File: src/panel_pkg.sv
// shared constants and types of the front-panel keypad and display logic
package panel_pkg;
   // display modes, in mode-key order
   typedef enum logic [2:0] {
      mode_status,
      mode_monitor,
      mode_alarm,
      mode_param,
      mode_posdata,
      mode_addfunc
   } mode_t;
   localparam int unsigned mode_count = 6;
   // flash patterns: none, then the others highest priority first
   typedef enum logic [2:0] {
      flash_none,
      flash_alarm,
      flash_check,
      flash_seq_test,
      flash_repower
   } flash_t;
   // timing, as figures in ms, and clock rate
   localparam int unsigned clk_hz = 200_000_000;
   localparam int unsigned tick_ms = 1;
   localparam int unsigned tick_cycles = clk_hz / 1000 * tick_ms;
   localparam int unsigned half_flash_ms = 500;
   localparam int unsigned check_hold_ms = 3000;
   localparam int unsigned slow_flash_ms = 2000;
   localparam int unsigned blink_off_ms = 250;
   // value splitting: upper piece of two digits, middle and lower pieces of four digits
   localparam int unsigned digits_per_screen = 4;
   localparam int unsigned value_digits = 10;
   typedef enum logic [1:0] {
      seg_upper,
      seg_middle,
      seg_lower
   } seg_t;
   // blank digit code and segment indicator codes shown on the tag screen
   localparam logic [3:0] digit_blank = 4'hf;
   localparam logic [3:0] tag_upper = 4'ha;
   localparam logic [3:0] tag_middle = 4'hb;
   localparam logic [3:0] tag_lower = 4'hc;
endpackage
File: src/key_pulse.sv
// turns one synchronous key level into a one-cycle press pulse
`timescale 1ns/1ps
module key_pulse (
   input wire logic clk_i,
   input wire logic reset_i,
   input wire logic key_i,
   output logic press_o
);
   typedef struct packed {
      logic last;
   } key_state_t;
   key_state_t state;
   key_state_t next_state;

   // remember the previous level
   always_comb begin
      next_state = state;
      next_state.last = key_i;
   end

   always_ff @(posedge clk_i) begin
      if (reset_i) begin
         state <= '0;
      end else begin
         state <= next_state;
      end
   end

   // a press is the rising edge of the key
   assign press_o = key_i & ~state.last;
endmodule

File: src/keypad_display_control.sv
// front-panel keypad decoding, display mode stepping, flashing and value splitting
// Function
// - six display modes from status to additional
// - mode key advances mode, or leaves sub-level
// - confirm key enters next step or commits
// - increase key increments item or digit
// - decrease key decrements item or digit
// - shift key moves edited digit rightwards
// - alarm flashes at half second until reset
// - parameter check flashes three seconds, then stops
// - sequence test flashes once every two seconds
// - repower notice flashes twice every two seconds
// - long values split into upper, middle, lower
// - shift shows segment tag, then its digits
`timescale 1ns/1ps
module keypad_display_control #(
   parameter int unsigned tick_div = panel_pkg::tick_cycles,
   parameter int unsigned item_max = 15
) (
   input wire logic clk_i,
   input wire logic reset_i,
   input wire logic key_mode_i,
   input wire logic key_confirm_i,
   input wire logic key_up_i,
   input wire logic key_down_i,
   input wire logic key_shift_i,
   input wire logic alarm_active_i,
   input wire logic alarm_reset_i,
   input wire logic check_start_i,
   input wire logic sequence_test_enable_param_i,
   input wire logic repower_needed_i,
   input wire logic [39:0] value_i,
   input wire logic value_long_i,
   input wire logic [15:0] param_value_i,
   output panel_pkg::mode_t mode_o,
   output logic sub_level_o,
   output logic [7:0] item_o,
   output logic [1:0] edit_digit_o,
   output logic [15:0] edit_value_o,
   output logic commit_o,
   output logic [15:0] commit_value_o,
   output panel_pkg::seg_t seg_o,
   output logic seg_tag_o,
   output logic [15:0] digits_o,
   output panel_pkg::flash_t flash_o,
   output logic blank_o
);
   import panel_pkg::*;

   // flash timing counted in millisecond ticks
   localparam int unsigned half_ticks = half_flash_ms / tick_ms;
   localparam int unsigned check_ticks = check_hold_ms / tick_ms;
   localparam int unsigned slow_ticks = slow_flash_ms / tick_ms;
   localparam int unsigned off_ticks = blink_off_ms / tick_ms;

   // whole block state, registered as one word
   typedef struct packed {
      mode_t mode;
      logic sub;
      logic [7:0] item;
      logic [1:0] digit;
      logic [15:0] edit;
      logic commit;
      logic [15:0] commit_value;
      seg_t seg;
      logic tag;
      logic alarm_latched;
      logic [15:0] check_left;
      logic [15:0] phase;
      logic blank;
      logic [15:0] digits;
   } panel_state_t;
   panel_state_t state;
   panel_state_t next_state;

   // key presses, timing enable and helpers of the next-state logic
   logic p_mode;
   logic p_confirm;
   logic p_up;
   logic p_down;
   logic p_shift;
   logic tick;
   logic [15:0] digit_step;
   logic [3:0] cur_digit;
   flash_t flash;
   logic [15:0] pick;
   seg_t seg_after;

   // one edge detector per key
   // keys arrive debounced, so a rising edge is one press
   key_pulse u_key_mode (
      .clk_i(clk_i),
      .reset_i(reset_i),
      .key_i(key_mode_i),
      .press_o(p_mode)
   );
   key_pulse u_key_confirm (
      .clk_i(clk_i),
      .reset_i(reset_i),
      .key_i(key_confirm_i),
      .press_o(p_confirm)
   );
   key_pulse u_key_up (
      .clk_i(clk_i),
      .reset_i(reset_i),
      .key_i(key_up_i),
      .press_o(p_up)
   );
   key_pulse u_key_down (
      .clk_i(clk_i),
      .reset_i(reset_i),
      .key_i(key_down_i),
      .press_o(p_down)
   );
   key_pulse u_key_shift (
      .clk_i(clk_i),
      .reset_i(reset_i),
      .key_i(key_shift_i),
      .press_o(p_shift)
   );

   // millisecond enable for all flash timing
   ms_tick #(
      .cycles(tick_div)
   ) u_tick (
      .clk_i(clk_i),
      .reset_i(reset_i),
      .tick_o(tick)
   );

   // weight of the edited hex digit, digit 0 is leftmost
   always_comb begin
      digit_step = 16'h1 << (4'(3 - state.digit) * 4);
      cur_digit = 4'(state.edit >> (4'(3 - state.digit) * 4));
   end

   // flash pattern by priority: alarm, check, sequence test, repower
   always_comb begin
      if (state.alarm_latched) begin
         flash = flash_alarm;
      end else if (state.check_left != 16'h0) begin
         flash = flash_check;
      end else if (sequence_test_enable_param_i) begin
         flash = flash_seq_test;
      end else if (repower_needed_i) begin
         flash = flash_repower;
      end else begin
         flash = flash_none;
      end
   end

   // piece of the long value for the current segment, decimal digit nibbles
   always_comb begin
      unique case (state.seg)
         seg_upper: pick = {digit_blank, digit_blank, value_i[39:32]};
         seg_middle: pick = value_i[31:16];
         seg_lower: pick = value_i[15:0];
         default: pick = {4{digit_blank}}; // unused segment code
      endcase
   end

   // segment that follows the current one, lower wraps to upper
   always_comb begin
      if (state.seg == seg_lower) begin
         seg_after = seg_upper;
      end else begin
         seg_after = seg_t'(2'(state.seg) + 2'h1);
      end
   end

   always_comb begin
      next_state = state;
      next_state.commit = 1'b0;

      // mode key: leave sub-level, else step mode with wrap
      if (p_mode) begin
         if (state.sub) begin
            next_state.sub = 1'b0;
         end else if (state.mode == mode_addfunc) begin
            next_state.mode = mode_status;
         end else begin
            next_state.mode = mode_t'(3'(state.mode) + 3'h1);
         end
         next_state.item = 8'h0;
         next_state.digit = 2'h0;
         next_state.seg = seg_upper;
         next_state.tag = 1'b0;
      end else if (p_confirm) begin
         // enter the item, or commit the edited value
         if (state.sub) begin
            next_state.commit = 1'b1;
            next_state.commit_value = state.edit;
         end else begin
            next_state.sub = 1'b1;
            next_state.edit = param_value_i;
            next_state.digit = 2'h0;
            next_state.seg = seg_upper;
            next_state.tag = 1'b0;
         end
      end else if (p_up) begin
         // no carry: an edited digit wraps within itself
         if (state.sub) begin
            next_state.edit = (cur_digit == 4'h9) ? state.edit - 16'(9) * digit_step
               : state.edit + digit_step;
         end else begin
            next_state.item = (state.item == 8'(item_max)) ? 8'h0 : state.item + 8'h1;
         end
      end else if (p_down) begin
         if (state.sub) begin
            next_state.edit = (cur_digit == 4'h0) ? state.edit + 16'(9) * digit_step
               : state.edit - digit_step;
         end else begin
            next_state.item = (state.item == 8'h0) ? 8'(item_max) : state.item - 8'h1;
         end
      end else if (p_shift && state.sub) begin
         if (value_long_i) begin
            // a press moves to the next segment's tag, the next press shows its digits
            if (!state.tag) begin
               next_state.tag = 1'b1;
               next_state.seg = seg_after;
            end else begin
               next_state.tag = 1'b0;
            end
         end else begin
            next_state.digit = state.digit + 2'h1;
         end
      end

      // alarm stays latched until alarm reset
      // set wins, so a reset during a live alarm changes nothing
      if (alarm_active_i) begin
         next_state.alarm_latched = 1'b1;
      end else if (alarm_reset_i) begin
         next_state.alarm_latched = 1'b0;
      end

      // check window and flash phase run on the millisecond tick
      // a new start reloads the full check window
      if (check_start_i) begin
         next_state.check_left = 16'(check_ticks);
      end else if (tick && state.check_left != 16'h0) begin
         next_state.check_left = state.check_left - 16'h1;
      end
      // phase sweeps one two second frame shared by every pattern
      if (tick) begin
         next_state.phase = (state.phase >= 16'(slow_ticks - 1)) ? 16'h0
            : state.phase + 16'h1;
      end

      // blanking per pattern within a two second frame
      unique case (flash)
         flash_alarm, flash_check: next_state.blank =
            (state.phase % 16'(half_ticks)) >= 16'(half_ticks / 2);
         flash_seq_test: next_state.blank = state.phase < 16'(off_ticks);
         flash_repower: next_state.blank = state.phase < 16'(off_ticks)
            || (state.phase >= 16'(2 * off_ticks) && state.phase < 16'(3 * off_ticks));
         default: next_state.blank = 1'b0;
      endcase

      // shown digits: tag, split piece, or plain value
      if (state.sub && value_long_i) begin
         if (state.tag) begin
            unique case (state.seg)
               seg_upper: next_state.digits = {tag_upper, {3{digit_blank}}};
               seg_middle: next_state.digits = {tag_middle, {3{digit_blank}}};
               seg_lower: next_state.digits = {tag_lower, {3{digit_blank}}};
               default: next_state.digits = {4{digit_blank}};
            endcase
         end else begin
            next_state.digits = pick;
         end
      end else if (state.sub) begin
         next_state.digits = state.edit;
      end else begin
         next_state.digits = {8'h0, state.item};
      end
   end

   always_ff @(posedge clk_i) begin
      if (reset_i) begin
         state <= '0;
      end else begin
         state <= next_state;
      end
   end

   // outputs
   assign mode_o = state.mode;
   assign sub_level_o = state.sub;
   assign item_o = state.item;
   assign edit_digit_o = state.digit;
   assign edit_value_o = state.edit;
   assign commit_o = state.commit;
   assign commit_value_o = state.commit_value;

   // display outputs, all from flip-flops except the flash code
   assign seg_o = state.seg;
   assign seg_tag_o = state.tag;
   assign digits_o = state.digits;
   assign flash_o = flash;
   assign blank_o = state.blank;
endmodule

File: src/ms_tick.sv
// divider that gives a one-cycle enable every millisecond
`timescale 1ns/1ps
module ms_tick #(
   parameter int unsigned cycles = panel_pkg::tick_cycles
) (
   input wire logic clk_i,
   input wire logic reset_i,
   output logic tick_o
);
   import panel_pkg::*;
   typedef struct packed {
      logic [31:0] count;
      logic tick;
   } tick_state_t;
   tick_state_t state;
   tick_state_t next_state;

   // count down one period and pulse at the end
   always_comb begin
      next_state = state;
      next_state.tick = 1'b0;
      if (state.count == 32'h0) begin
         next_state.count = 32'(cycles - 1);
         next_state.tick = 1'b1;
      end else begin
         next_state.count = state.count - 32'h1;
      end
   end

   always_ff @(posedge clk_i) begin
      if (reset_i) begin
         state <= '0;
      end else begin
         state <= next_state;
      end
   end

   assign tick_o = state.tick;
endmodule

File: config.mk
export PLATFORM = sky130hd
export DESIGN_NAME = keypad_display_control
export DESIGN_NICKNAME = d
export VERILOG_FILES = /design/src/panel_pkg.sv /design/src/key_pulse.sv /design/src/keypad_display_control.sv /design/src/ms_tick.sv
export SDC_FILE = /design/constraint.sdc
export NUM_CORES = 1
export LEC_CHECK = 0
export BUFFER_PORTS_ARGS = -buffer_cell sky130_fd_sc_hd__buf_2
export CELL_PAD_IN_SITES_DETAIL_PLACEMENT = 0
export CELL_PAD_IN_SITES_GLOBAL_PLACEMENT = 1
export CORE_MARGIN = 4
export CORE_UTILIZATION = 43
export CTS_CLUSTER_SIZE = 20
export DETAILED_ROUTE_END_ITERATION = 6
export GPL_TIMING_DRIVEN = 0
export PLACE_DENSITY_LB_ADDON = 0.25
export SYNTH_ARGS = -nofsm -noshare
export SYNTH_HDL_FRONTEND = slang
export SYNTH_HIERARCHICAL = 1
export SYNTH_SLANG_ARGS = --single-unit
File: constraint.sdc
create_clock -name clk_i -period 6.1 [get_ports clk_i]
set_clock_uncertainty 0.15 [all_clocks]
set_input_delay 0.61 -clock clk_i [delete_from_list [all_inputs] [get_ports clk_i]]
set_output_delay 0.61 -clock clk_i [all_outputs]
set_load 0.1 [all_outputs]
==> summary.txt, run 1 <==
Clk buf depth: 2
Fillers: 2239
Final WL: 30.9 mm
Io pins: 139
Vias in the first global route: 9340
Root Driver: clkbuf_16
Slew @ Worst Pin: 1.09 ns
Fraction of layout cells with a size suffix above 1: 25.9%
Mapped cell area: 10000 sq um
Syn avg cell area: 7.80 sq um
P_leak: 4.85 nW
Register Area: 2770 sq um
DP Area: 11100 sq um
Fin area: 12100 sq um
Final period util: 97.1%
# rows: 55
Non-Filler Instances: 1784
Avg WL per Cell: 17.3 um
Residual DRC: 0
CTS tree: done
PortBufs: 137
H-tree Lvls: 4
Yosys reg bits: 138
Pre-antenna DRT Iters: 5
Placed Cells: 1735
Global-route wire length before repair: 49.0 mm
Bufs and invs on worst path: 3
Max frequency: 169 MHz
GRT Residual Overflow: 0
Post-synthesis sequential area ratio: 27.6%
CP Depth: 23
Final hold viol count: 0
Worst-path clk slew: 0.06 ns
Status: complete, no violations
Worst hold path type: input pin to register
R2R cell count: 23
Max VDD drop: 0.210 mV
DIE AREA: 25800 sq um
Main synth FF type: dfxtp_1
Slew Viols, Final: 0
Initial antenna violation count: 1
Final GP Congestion: 0.932
Kind of critical path: register to register
Hold buffer count at CTS: 0
Required time of the critical path: 6.27 ns
Hold Crit Depth: 3
Min Tclk post-route: 5.92 ns
Startpoint Class: register
Top cell type by total area after synthesis: dfxtp_1
Crit path max-delay family: compound AO/OA/AOI/OAI gates
Core Area: 22800 sq um
Int Pwr: 2.08 mW
Clk_lat worst skew: 0.42 ns
Max-cap violations: 0
Nets: 1556
Initial DRC count: 577
Number of vias per cell: 5.55
Slew HR: 27.1%
Seq pwr share: 33.8%
Crit path largest cell delay: 0.46 ns
Sw Pwr: 1.33 mW
Critical path endpoint category: register
Die X: 161 um
Total global-route track usage: 23.2%
Top cell type's share of synthesized area: 27.6%
Post-synth cell types: 107
Pin count of the biggest net entering global routing: 17
Logic pwr share: 36.2%
Async SR Flop Fraction: 0%
Cell count after synthesis: 1285
CP max FO: 10
Ys Warns: 6
Slowest cell on the critical path: a2111o_1
Syn nets: 1384
Worst path arrival time: 6.09 ns
Synth-to-Final Area Change: 20.7%
Routed vias: 9905
CP cell instances: clkbuf_4 -> nand4_1 -> a32o_1 -> o21ai_2 -> a211oi_4 -> a2111o_1 -> a21o_2 -> nand3_4 -> o21a_1 -> buf_4 -> o2bb2ai_2 -> o211ai_4 -> maj3_1 -> a21oi_1 -> o32a_1 -> buf_4 -> a211oi_4 -> mux2i_1 -> a311o_1 -> nand2_1 -> o211ai_1 -> a2111o_1 -> o32ai_1
DRT antenna net count: 0
Die H: 161 um
Clock sinks: 138
Post-synth EDFFs: 0
Synth area leaders: dfxtp_1 28%, a21oi_1 6.2%, nor2_1 6.0%, buf_4 5.2%, xnor2_1 5.0%
Hpwl dp: 23.0 mm
CTS Buf Count: 17
Count of final setup violators: 0
Multi-input gate area: 6580 sq um
Pwr Density: 282 nW/um^2
Unrepaired setup endpoints after global routing: yes
Switching power share of the total: 39.0%
Starting Density: 44.0%
Clock group share of total power: 30.0%
## final cells by class
class / instances / share of cell area (%)
Clock buffer: 18 / 3.63
Inverter: 43 / 1.36
Sequential cell: 138 / 22.9
Tap cell: 313 / 3.24
Antenna cell: 1 / 0.0207
Clock inverter: 14 / 1.15
Multi-Input combinational cell: 971 / 54.3
Buffer: 133 / 6.72
Timing Repair Buffer: 153 / 6.69
## tightest hold or removal path, stage by stage
cell     delay, ns
buf_2         0.08
a21oi_1       0.03
nor2_1        0.07
## routing by layer
layer  wire length, um  part of all wire [%]  global-route usage, %  up-vias
met4               820                   2.7                   7.41        0
met3              1550                   5.0                   3.98       58
met2             15200                    49                   39.8      290
li1                  -                     -                      -     4892
met1             13300                    43                   29.8     4665
met5                 0                     0                      0        -
## worst paths after layout
check / slack (ns) / from / end
min reg2reg: 0.30 / commit_value_o[12] / commit_value_o[12]
max reg2reg: 0.18 / state[32] / blank_o
max: 0.18 / state[32] / blank_o
min: 0.25 / alarm_active_i / state[49]
## synth_stat cells, drive strengths merged, types with 13 or more instances
| library cell | n |
|---|---|
| or3 | 18 |
| buf | 86 |
| a31oi | 18 |
| xnor2 | 58 |
| ha | 29 |
| nand2 | 117 |
| or4 | 15 |
| inv | 41 |
| a21oi | 128 |
| o211ai | 13 |
| nand2b | 13 |
| nand4 | 13 |
| mux2i | 25 |
| clkbuf | 47 |
| xor2 | 16 |
| dfxtp | 138 |
| nor2 | 160 |
| o21ai | 59 |
| o22ai | 18 |
| nor4 | 15 |
| nor2b | 18 |
| and3 | 14 |
| nand3 | 31 |
| nor3 | 33 |
## what timing repair did
item,CTS,global route
gates resized for setup,4,59
hold endpoints to repair,0,0
pin swaps,2,16
setup endpoints to repair,1,2
setup buffers,2,14
## metrics by stage
step                power (mW)  utilization, %  setup slack [ns]  hold WS, ns  TNS [ns]
global placement          2.38            48.8           -0.0197        0.294   -0.0197
CTS                       3.43            51.5           0.00349        0.237         0
finish                    3.41            53.1             0.180        0.254         0
global route              3.63            53.1            -0.122        0.270    -0.122
detailed placement        2.39            48.8           -0.0259        0.299   -0.0259
floorplan                 2.13               -             0.730        0.287         0
## cells in the final DEF (no fill, tap or decap), types with 8 or more instances in the layout
cell	netlist	routed
a21oi_1	125	122
a31oi_1	17	14
and3_1	13	13
buf_2	7	141
buf_4	70	85
clkbuf_1	46	45
clkbuf_16	0	17
dfxtp_1	138	135
ha_1	29	29
inv_1	41	41
mux2_2	11	11
mux2i_1	25	23
nand2_1	117	115
nand2b_1	12	12
nand3_1	28	28
nand4_1	12	12
nor2_1	160	155
nor2b_1	8	8
nor2b_4	10	10
nor3_1	32	30
nor4_1	13	13
o211ai_1	10	10
o21ai_0	54	50
o22ai_1	18	18
or2_2	9	9
or3_1	17	16
or4_1	12	12
xnor2_1	57	57
xor2_1	16	16
## power by group through the flow
| stage | logic (mW) | registers, mW | clock network [mW] |
|---|---|---|---|
| floorplan | 0.997 | 1.13 | 0 |
| finish | 1.23 | 1.15 | 1.02 |
| detailed placement | 1.23 | 1.17 | 0 |
| global placement | 1.21 | 1.16 | 0 |
| global route | 1.38 | 1.17 | 1.08 |
| CTS | 1.23 | 1.15 | 1.05 |
## cells by family (layout without fill, tap and decap cells)
group / after synthesis / count (layout) / share of synthesized area (%)
and+or+nand+nor: 480 / 480 / 24.6
xor gates and xnor gates: 74 / 74 / 6.54
AOI/OAI and AO/OA: 344 / 344 / 23.1
adders and majority gates: 34 / 34 / 4.24
buffers and inverters: 176 / 361 / 9.62
other: 0 / 1 / 0
DFF: 138 / 138 / 27.6
muxes: 39 / 39 / 4.33
## sequential cells by signal, indices dropped and copies added, names as in the netlist
signal,count
digits_o,16
state,33
u_key_up/state,1
edit_digit_o,2
u_key_shift/state,1
u_key_confirm/state,1
seg_tag_o,1
seg_o,2
mode_o,3
u_key_mode/state,1
u_tick/state,32
sub_level_o,1
u_key_down/state,1
blank_o,1
item_o,8
u_tick/tick_o,1
commit_o,1
commit_value_o,16
edit_value_o,16
No activity file was read; power rests on OpenSTA's default activity.
==> run 2, diff against run 1 <==
Settings changed: CELL_PAD_IN_SITES_GLOBAL_PLACEMENT 1 to 2, CORE_UTILIZATION 43 to 34.
==> run 2 against run 1 <==
Clock power grew 4%. Register-to-register slack better by 0.04 ns. Count of clock-buffer cells in the layout unchanged. Global-route usage shrank 3.4 points. Largest cell class unchanged.
==> summary.txt, run 2 (same netlist as run 1, synthesis figures left out) <==
Core Area: 28900 sq um
Global-route wire length before repair: 52.3 mm
Vias in the first global route: 9237
Worst hold path type: input pin to register
Total global-route track usage: 19.8%
# rows: 62
Worst-path clk slew: 0.06 ns
Die H: 180 um
Worst path arrival time: 6.06 ns
Final WL: 33.0 mm
Slew HR: 41.4%
Max-cap violations: 0
Number of vias per cell: 5.28
Max VDD drop: 0.268 mV
Routed vias: 9777
Clk_lat worst skew: 0.43 ns
Multi-input gate area: 6510 sq um
Initial antenna violation count: 1
Io pins: 139
H-tree Lvls: 4
# diodes: 0
Pin count of the biggest net entering global routing: 17
Count of final setup violators: 0
Hold buffer count at CTS: 0
Required time of the critical path: 6.27 ns
Final period util: 96.5%
CP max FO: 9
Die X: 180 um
Slew @ Worst Pin: 0.879 ns
Initial DRC count: 641
Kind of critical path: register to register
Nets: 1554
Unrepaired setup endpoints after global routing: yes
Largest regs: state x33, u_tick/state x32
Slew Viols, Final: 0
Clock sinks: 138
Dpl ws: -0.249 ns
P_leak: 4.85 nW
Root Driver: clkbuf_16
Most frequent cells in the layout: 154 x nor2_1, 141 x buf_2, 133 x dfxtp_1
Top reg by flops: state
Pwr Density: 286 nW/um^2
CTS tree: done
Fillers: 3100
GRT Residual Overflow: 0
DIE AREA: 32300 sq um
Final worst setup slack: 0.215 ns
Final GP Congestion: 0.841
Min Tclk post-route: 5.88 ns
Final Power: 3.47 mW
Number of flip-flops in the largest register: 33
Register Area: 2770 sq um
Pre-antenna DRT Iters: 5
CTS Buf Count: 17
Status: complete, no violations
Residual DRC: 0
Clk buf depth: 2
Hpwl dp: 25.1 mm
Final hold viol count: 0
Startpoint Class: register
Starting Density: 34.6%
PortBufs: 137
Avg WL per Cell: 17.8 um
Fraction of layout cells with a size suffix above 1: 25.9%
DRT antenna net count: 0
Synth-to-Final Area Change: 21.1%
Critical path endpoint category: register
Most common cell after layout, fill and taps aside: nor2_1
Max frequency: 170 MHz
[run 2: path summary, 6_finish.rpt]
| kind | start | end | slack (ns) | cells after the start |
|---|---|---|---|---|
| worst max-delay path | state[31] | blank_o | 0.22 | 22 |
| worst min-delay path | alarm_active_i | state[49] | 0.25 | 3 |
| worst max register to register | state[31] | blank_o | 0.22 | 22 |
| worst min register to register | commit_value_o[8] | commit_value_o[8] | 0.31 | 2 |
[run 2: repair_timing]
| action | CTS | global route |
|---|---|---|
| gates resized for setup | 10 | 51 |
| endpoints found under the setup margin | 2 | 4 |
| buffers inserted | 0 | 15 |
| gates cloned | 0 | 0 |
| pin swaps | 0 | 18 |
[run 2: layout make-up]
cell class                 count  share of cell area [%]
buffer                       132                    6.76
clock buffer                  18                    3.62
clock inverter                14                    1.24
inverter                      43                    1.36
multi-input combinational    971                    53.7
sequential                   138                    22.8
tap                          384                    3.96
timing repair buffer         152                    6.58
[run 2: through the flow]
step,hold slack [ns],utilization [%],instance area (sq um),setup TNS (ns),cells
floorplan,0.287,-,10000,0,1285
global placement,0.297,38.7,11200,-0.422,1806
detailed placement,0.301,38.7,11200,-0.298,1806
CTS,0.241,40.9,11800,-0.0506,1838
global route,0.252,41.9,12100,-0.0834,1852
finish,0.253,41.9,12100,0,1852
[run 2: per-layer routing]
| layer | part of all wire (%) | vias to the layer above | routed length (um) | track usage [%] |
|---|---|---|---|---|
| li1 | - | 4884 | - | - |
| met1 | 49 | 4652 | 16300 | 29.1 |
| met2 | 45 | 221 | 14800 | 30.4 |
| met3 | 4.5 | 20 | 1480 | 3.56 |
| met4 | 1.2 | 0 | 397 | 4.15 |
| met5 | 0 | - | 0 | 0 |
[run 2: where the power goes]
| part | leakage [nW] | internal [mW] | switching [mW] | total [mW] |
|---|---|---|---|---|
| clock network | 0.289 | 0.591 | 0.472 | 1.06 |
| registers | 1.13 | 1.02 | 0.129 | 1.15 |
| logic | 3.44 | 0.478 | 0.779 | 1.26 |
[run 2: critical path, stage by stage (launching register included)]
cell and delay [ns]:
dfxtp_1 0.31, buf_6 0.13, and4_1 0.20, buf_4 0.15, a41oi_1 0.21, o21ai_1 0.11
a21oi_2 0.26, o211ai_1 0.20, xnor2_2 0.39, a211oi_2 0.12, o32a_1 0.39, a31o_1 0.24
and3_1 0.22, a221o_2 0.42, a211oi_4 0.24, o32a_1 0.33, a21oi_2 0.08, mux2i_1 0.13
or4_4 0.56, a31o_1 0.26, maj3_2 0.29, o21a_1 0.17, o32ai_1 0.22
==> run 3, diff against run 2 <==
--- a/config.mk
+++ b/config.mk
@@ -20 +20,2 @@
 export SYNTH_SLANG_ARGS = --single-unit
+export TNS_END_PERCENT = 5
==> constraint.sdc (replaced) <==
create_clock -name clk_i -period 6.1 [get_ports clk_i]
set_clock_uncertainty 0.15 [all_clocks]
set_input_delay 1.22 -clock clk_i [delete_from_list [all_inputs] [get_ports clk_i]]
set_output_delay 1.22 -clock clk_i [all_outputs]
set_load 0.1 [all_outputs]
==> run 3 against run 2 <==
Critical path depth stayed put. Count of clock-buffer cells in the layout stayed put. Non-clock buffer count is 1 lower. First-iteration DRC count is 6.9% lower. Core utilization hardly changed. Via count is 0.46% higher. Design area hardly changed. Global-route usage stayed put. Power hardly changed. Clock power hardly changed. Highest routed layer unchanged.
==> summary.txt, run 3 (same netlist as run 1, synthesis figures left out) <==
Total global-route track usage: 19.8%
Initial DRC count: 597
Root Driver: clkbuf_16
Largest regs: state x33, u_tick/state x32
Hold EP: commit_value_o[8]
Number of vias per cell: 5.31
Final period util: 96.6%
Max-cap violations: 0
Nets: 1553
DIE AREA: 32300 sq um
Routed vias: 9822
Required time of the critical path: 6.27 ns
Fillers: 3098
Reg2Reg Launch Point: state[29]
Vias in the first global route: 9237
Startpoint Class: register
Io pins: 139
Unrepaired setup endpoints after global routing: yes
Fraction of layout cells with a size suffix above 1: 25.9%
# diodes: 0
Most common cell after layout, fill and taps aside: nor2_1
Hpwl dp: 25.1 mm
Top reg by flops: state
Initial antenna violation count: 1
Slew Viols, Final: 0
Kind of critical path: register to register
Core Area: 28900 sq um
# rows: 62
Number of flip-flops in the largest register: 33
Hold buffer count at CTS: 0
Hold Crit Depth: 2
DRT antenna net count: 0
CTS Buf Count: 17
RR Endpoint: blank_o
Launch point of the worst hold path: commit_value_o[8]
Final WL: 32.9 mm
Pin count of the biggest net entering global routing: 17
Die X: 180 um
Final Util: 41.9%
Avg WL per Cell: 17.8 um
Most frequent cells in the layout: 154 x nor2_1, 141 x buf_2, 133 x dfxtp_1
GRT Residual Overflow: 0
Worst path arrival time: 6.06 ns
Critical path endpoint category: register
Clk buf depth: 2
R2R cell count: 22
Final GP Congestion: 0.841
Pwr Density: 286 nW/um^2
Starting Density: 34.6%
Final hold viol count: 0
Clock sinks: 138
Global-route wire length before repair: 52.3 mm
Max VDD drop: 0.268 mV
CP max FO: 10
Max frequency: 170 MHz
Synth-to-Final Area Change: 21.0%
Hold WS: 0.309 ns
Slew @ Worst Pin: 0.884 ns
Min Tclk post-route: 5.89 ns
Clk_lat worst skew: 0.42 ns
Die H: 180 um
Final Power: 3.47 mW
Worst-path clk slew: 0.07 ns
H-tree Lvls: 4
Slew HR: 40.3%
PortBufs: 137
Worst hold path type: register to register
R2R Setup Slk: 0.21 ns
Pre-antenna DRT Iters: 5
Status: complete, no violations
CTS tree: done
Count of final setup violators: 0
Residual DRC: 0
P_leak: 4.85 nW
-- run 3: changes by cell type in the layout (fill, tap and decap cells not counted), sizes merged --
cell,delta
clkbuf,-1
-- run 3: per-layer routing --
metal	GRT usage, %	part of all wire (%)	up-vias
li1	-	-	4876
met5	0	0	-
met4	4.15	1.1	0
met3	3.56	4.5	19
met2	30.4	45	240
met1	29.1	49	4687
-- run 3: cell type report --
cell class                 instances  area [sq um]  area share [%]
clock buffer                      18           439            3.62
sequential                       138          2770            22.8
buffer                           131           817            6.73
inverter                          43           165            1.36
multi-input combinational        971          6510            53.7
clock inverter                    14           150            1.24
timing repair buffer             152           798            6.58
tap                              384           480            3.96
-- run 3: repair_timing --
item,4_1_cts,5_1_grt
setup buffers,0,15
gates resized for setup,10,51
pin swaps,0,18
cloned,0,0
setup endpoints to repair,2,4
-- run 3: how the worst max path moves through the flow --
stage	slack [ns]	endpoint	start	cells past startpoint
after floorplan	0.64	flash_o[2]	state[37]	7
after global placement	-0.31	edit_value_o[15]	key_up_i	27
after detailed placement	-0.25	blank_o	state[25]	20
after CTS	-0.05	blank_o	state[32]	21
after global routing	-0.08	blank_o	state[31]	23
final	0.21	blank_o	state[29]	22
-- run 3: stage by stage --
| stage | worst slack, ns | std cells | cell area (sq um) | TNS (ns) |
|---|---|---|---|---|
| floorplan | 0.643 | 1285 | 10000 | 0 |
| global placement | -0.306 | 1806 | 11200 | -0.610 |
| detailed placement | -0.249 | 1806 | 11200 | -0.486 |
| CTS | -0.0506 | 1838 | 11800 | -0.0506 |
| global route | -0.0833 | 1851 | 12100 | -0.0833 |
| finish | 0.207 | 1851 | 12100 | 0 |
-- run 3: worst max-delay path: stages, from the launching register on --
cell	delay, ns
dfxtp_1	0.34
buf_6	0.15
buf_6	0.15
a21boi_0	0.19
o21ai_1	0.16
o32ai_4	0.37
a21o_1	0.18
a21oi_2	0.10
nor3_4	0.33
a211oi_2	0.12
o32a_1	0.39
a31o_1	0.24
and3_1	0.22
a221o_2	0.41
a211oi_4	0.24
o32a_1	0.33
a21oi_2	0.08
mux2i_1	0.13
or4_4	0.56
a31o_1	0.26
maj3_2	0.29
o21a_1	0.17
o32ai_1	0.22
-- run 3: where the power goes --
part / internal [mW] / switching [mW]
combinational: 0.478 / 0.779
sequential: 1.02 / 0.129
clock: 0.591 / 0.471
total: 2.09 / 1.38
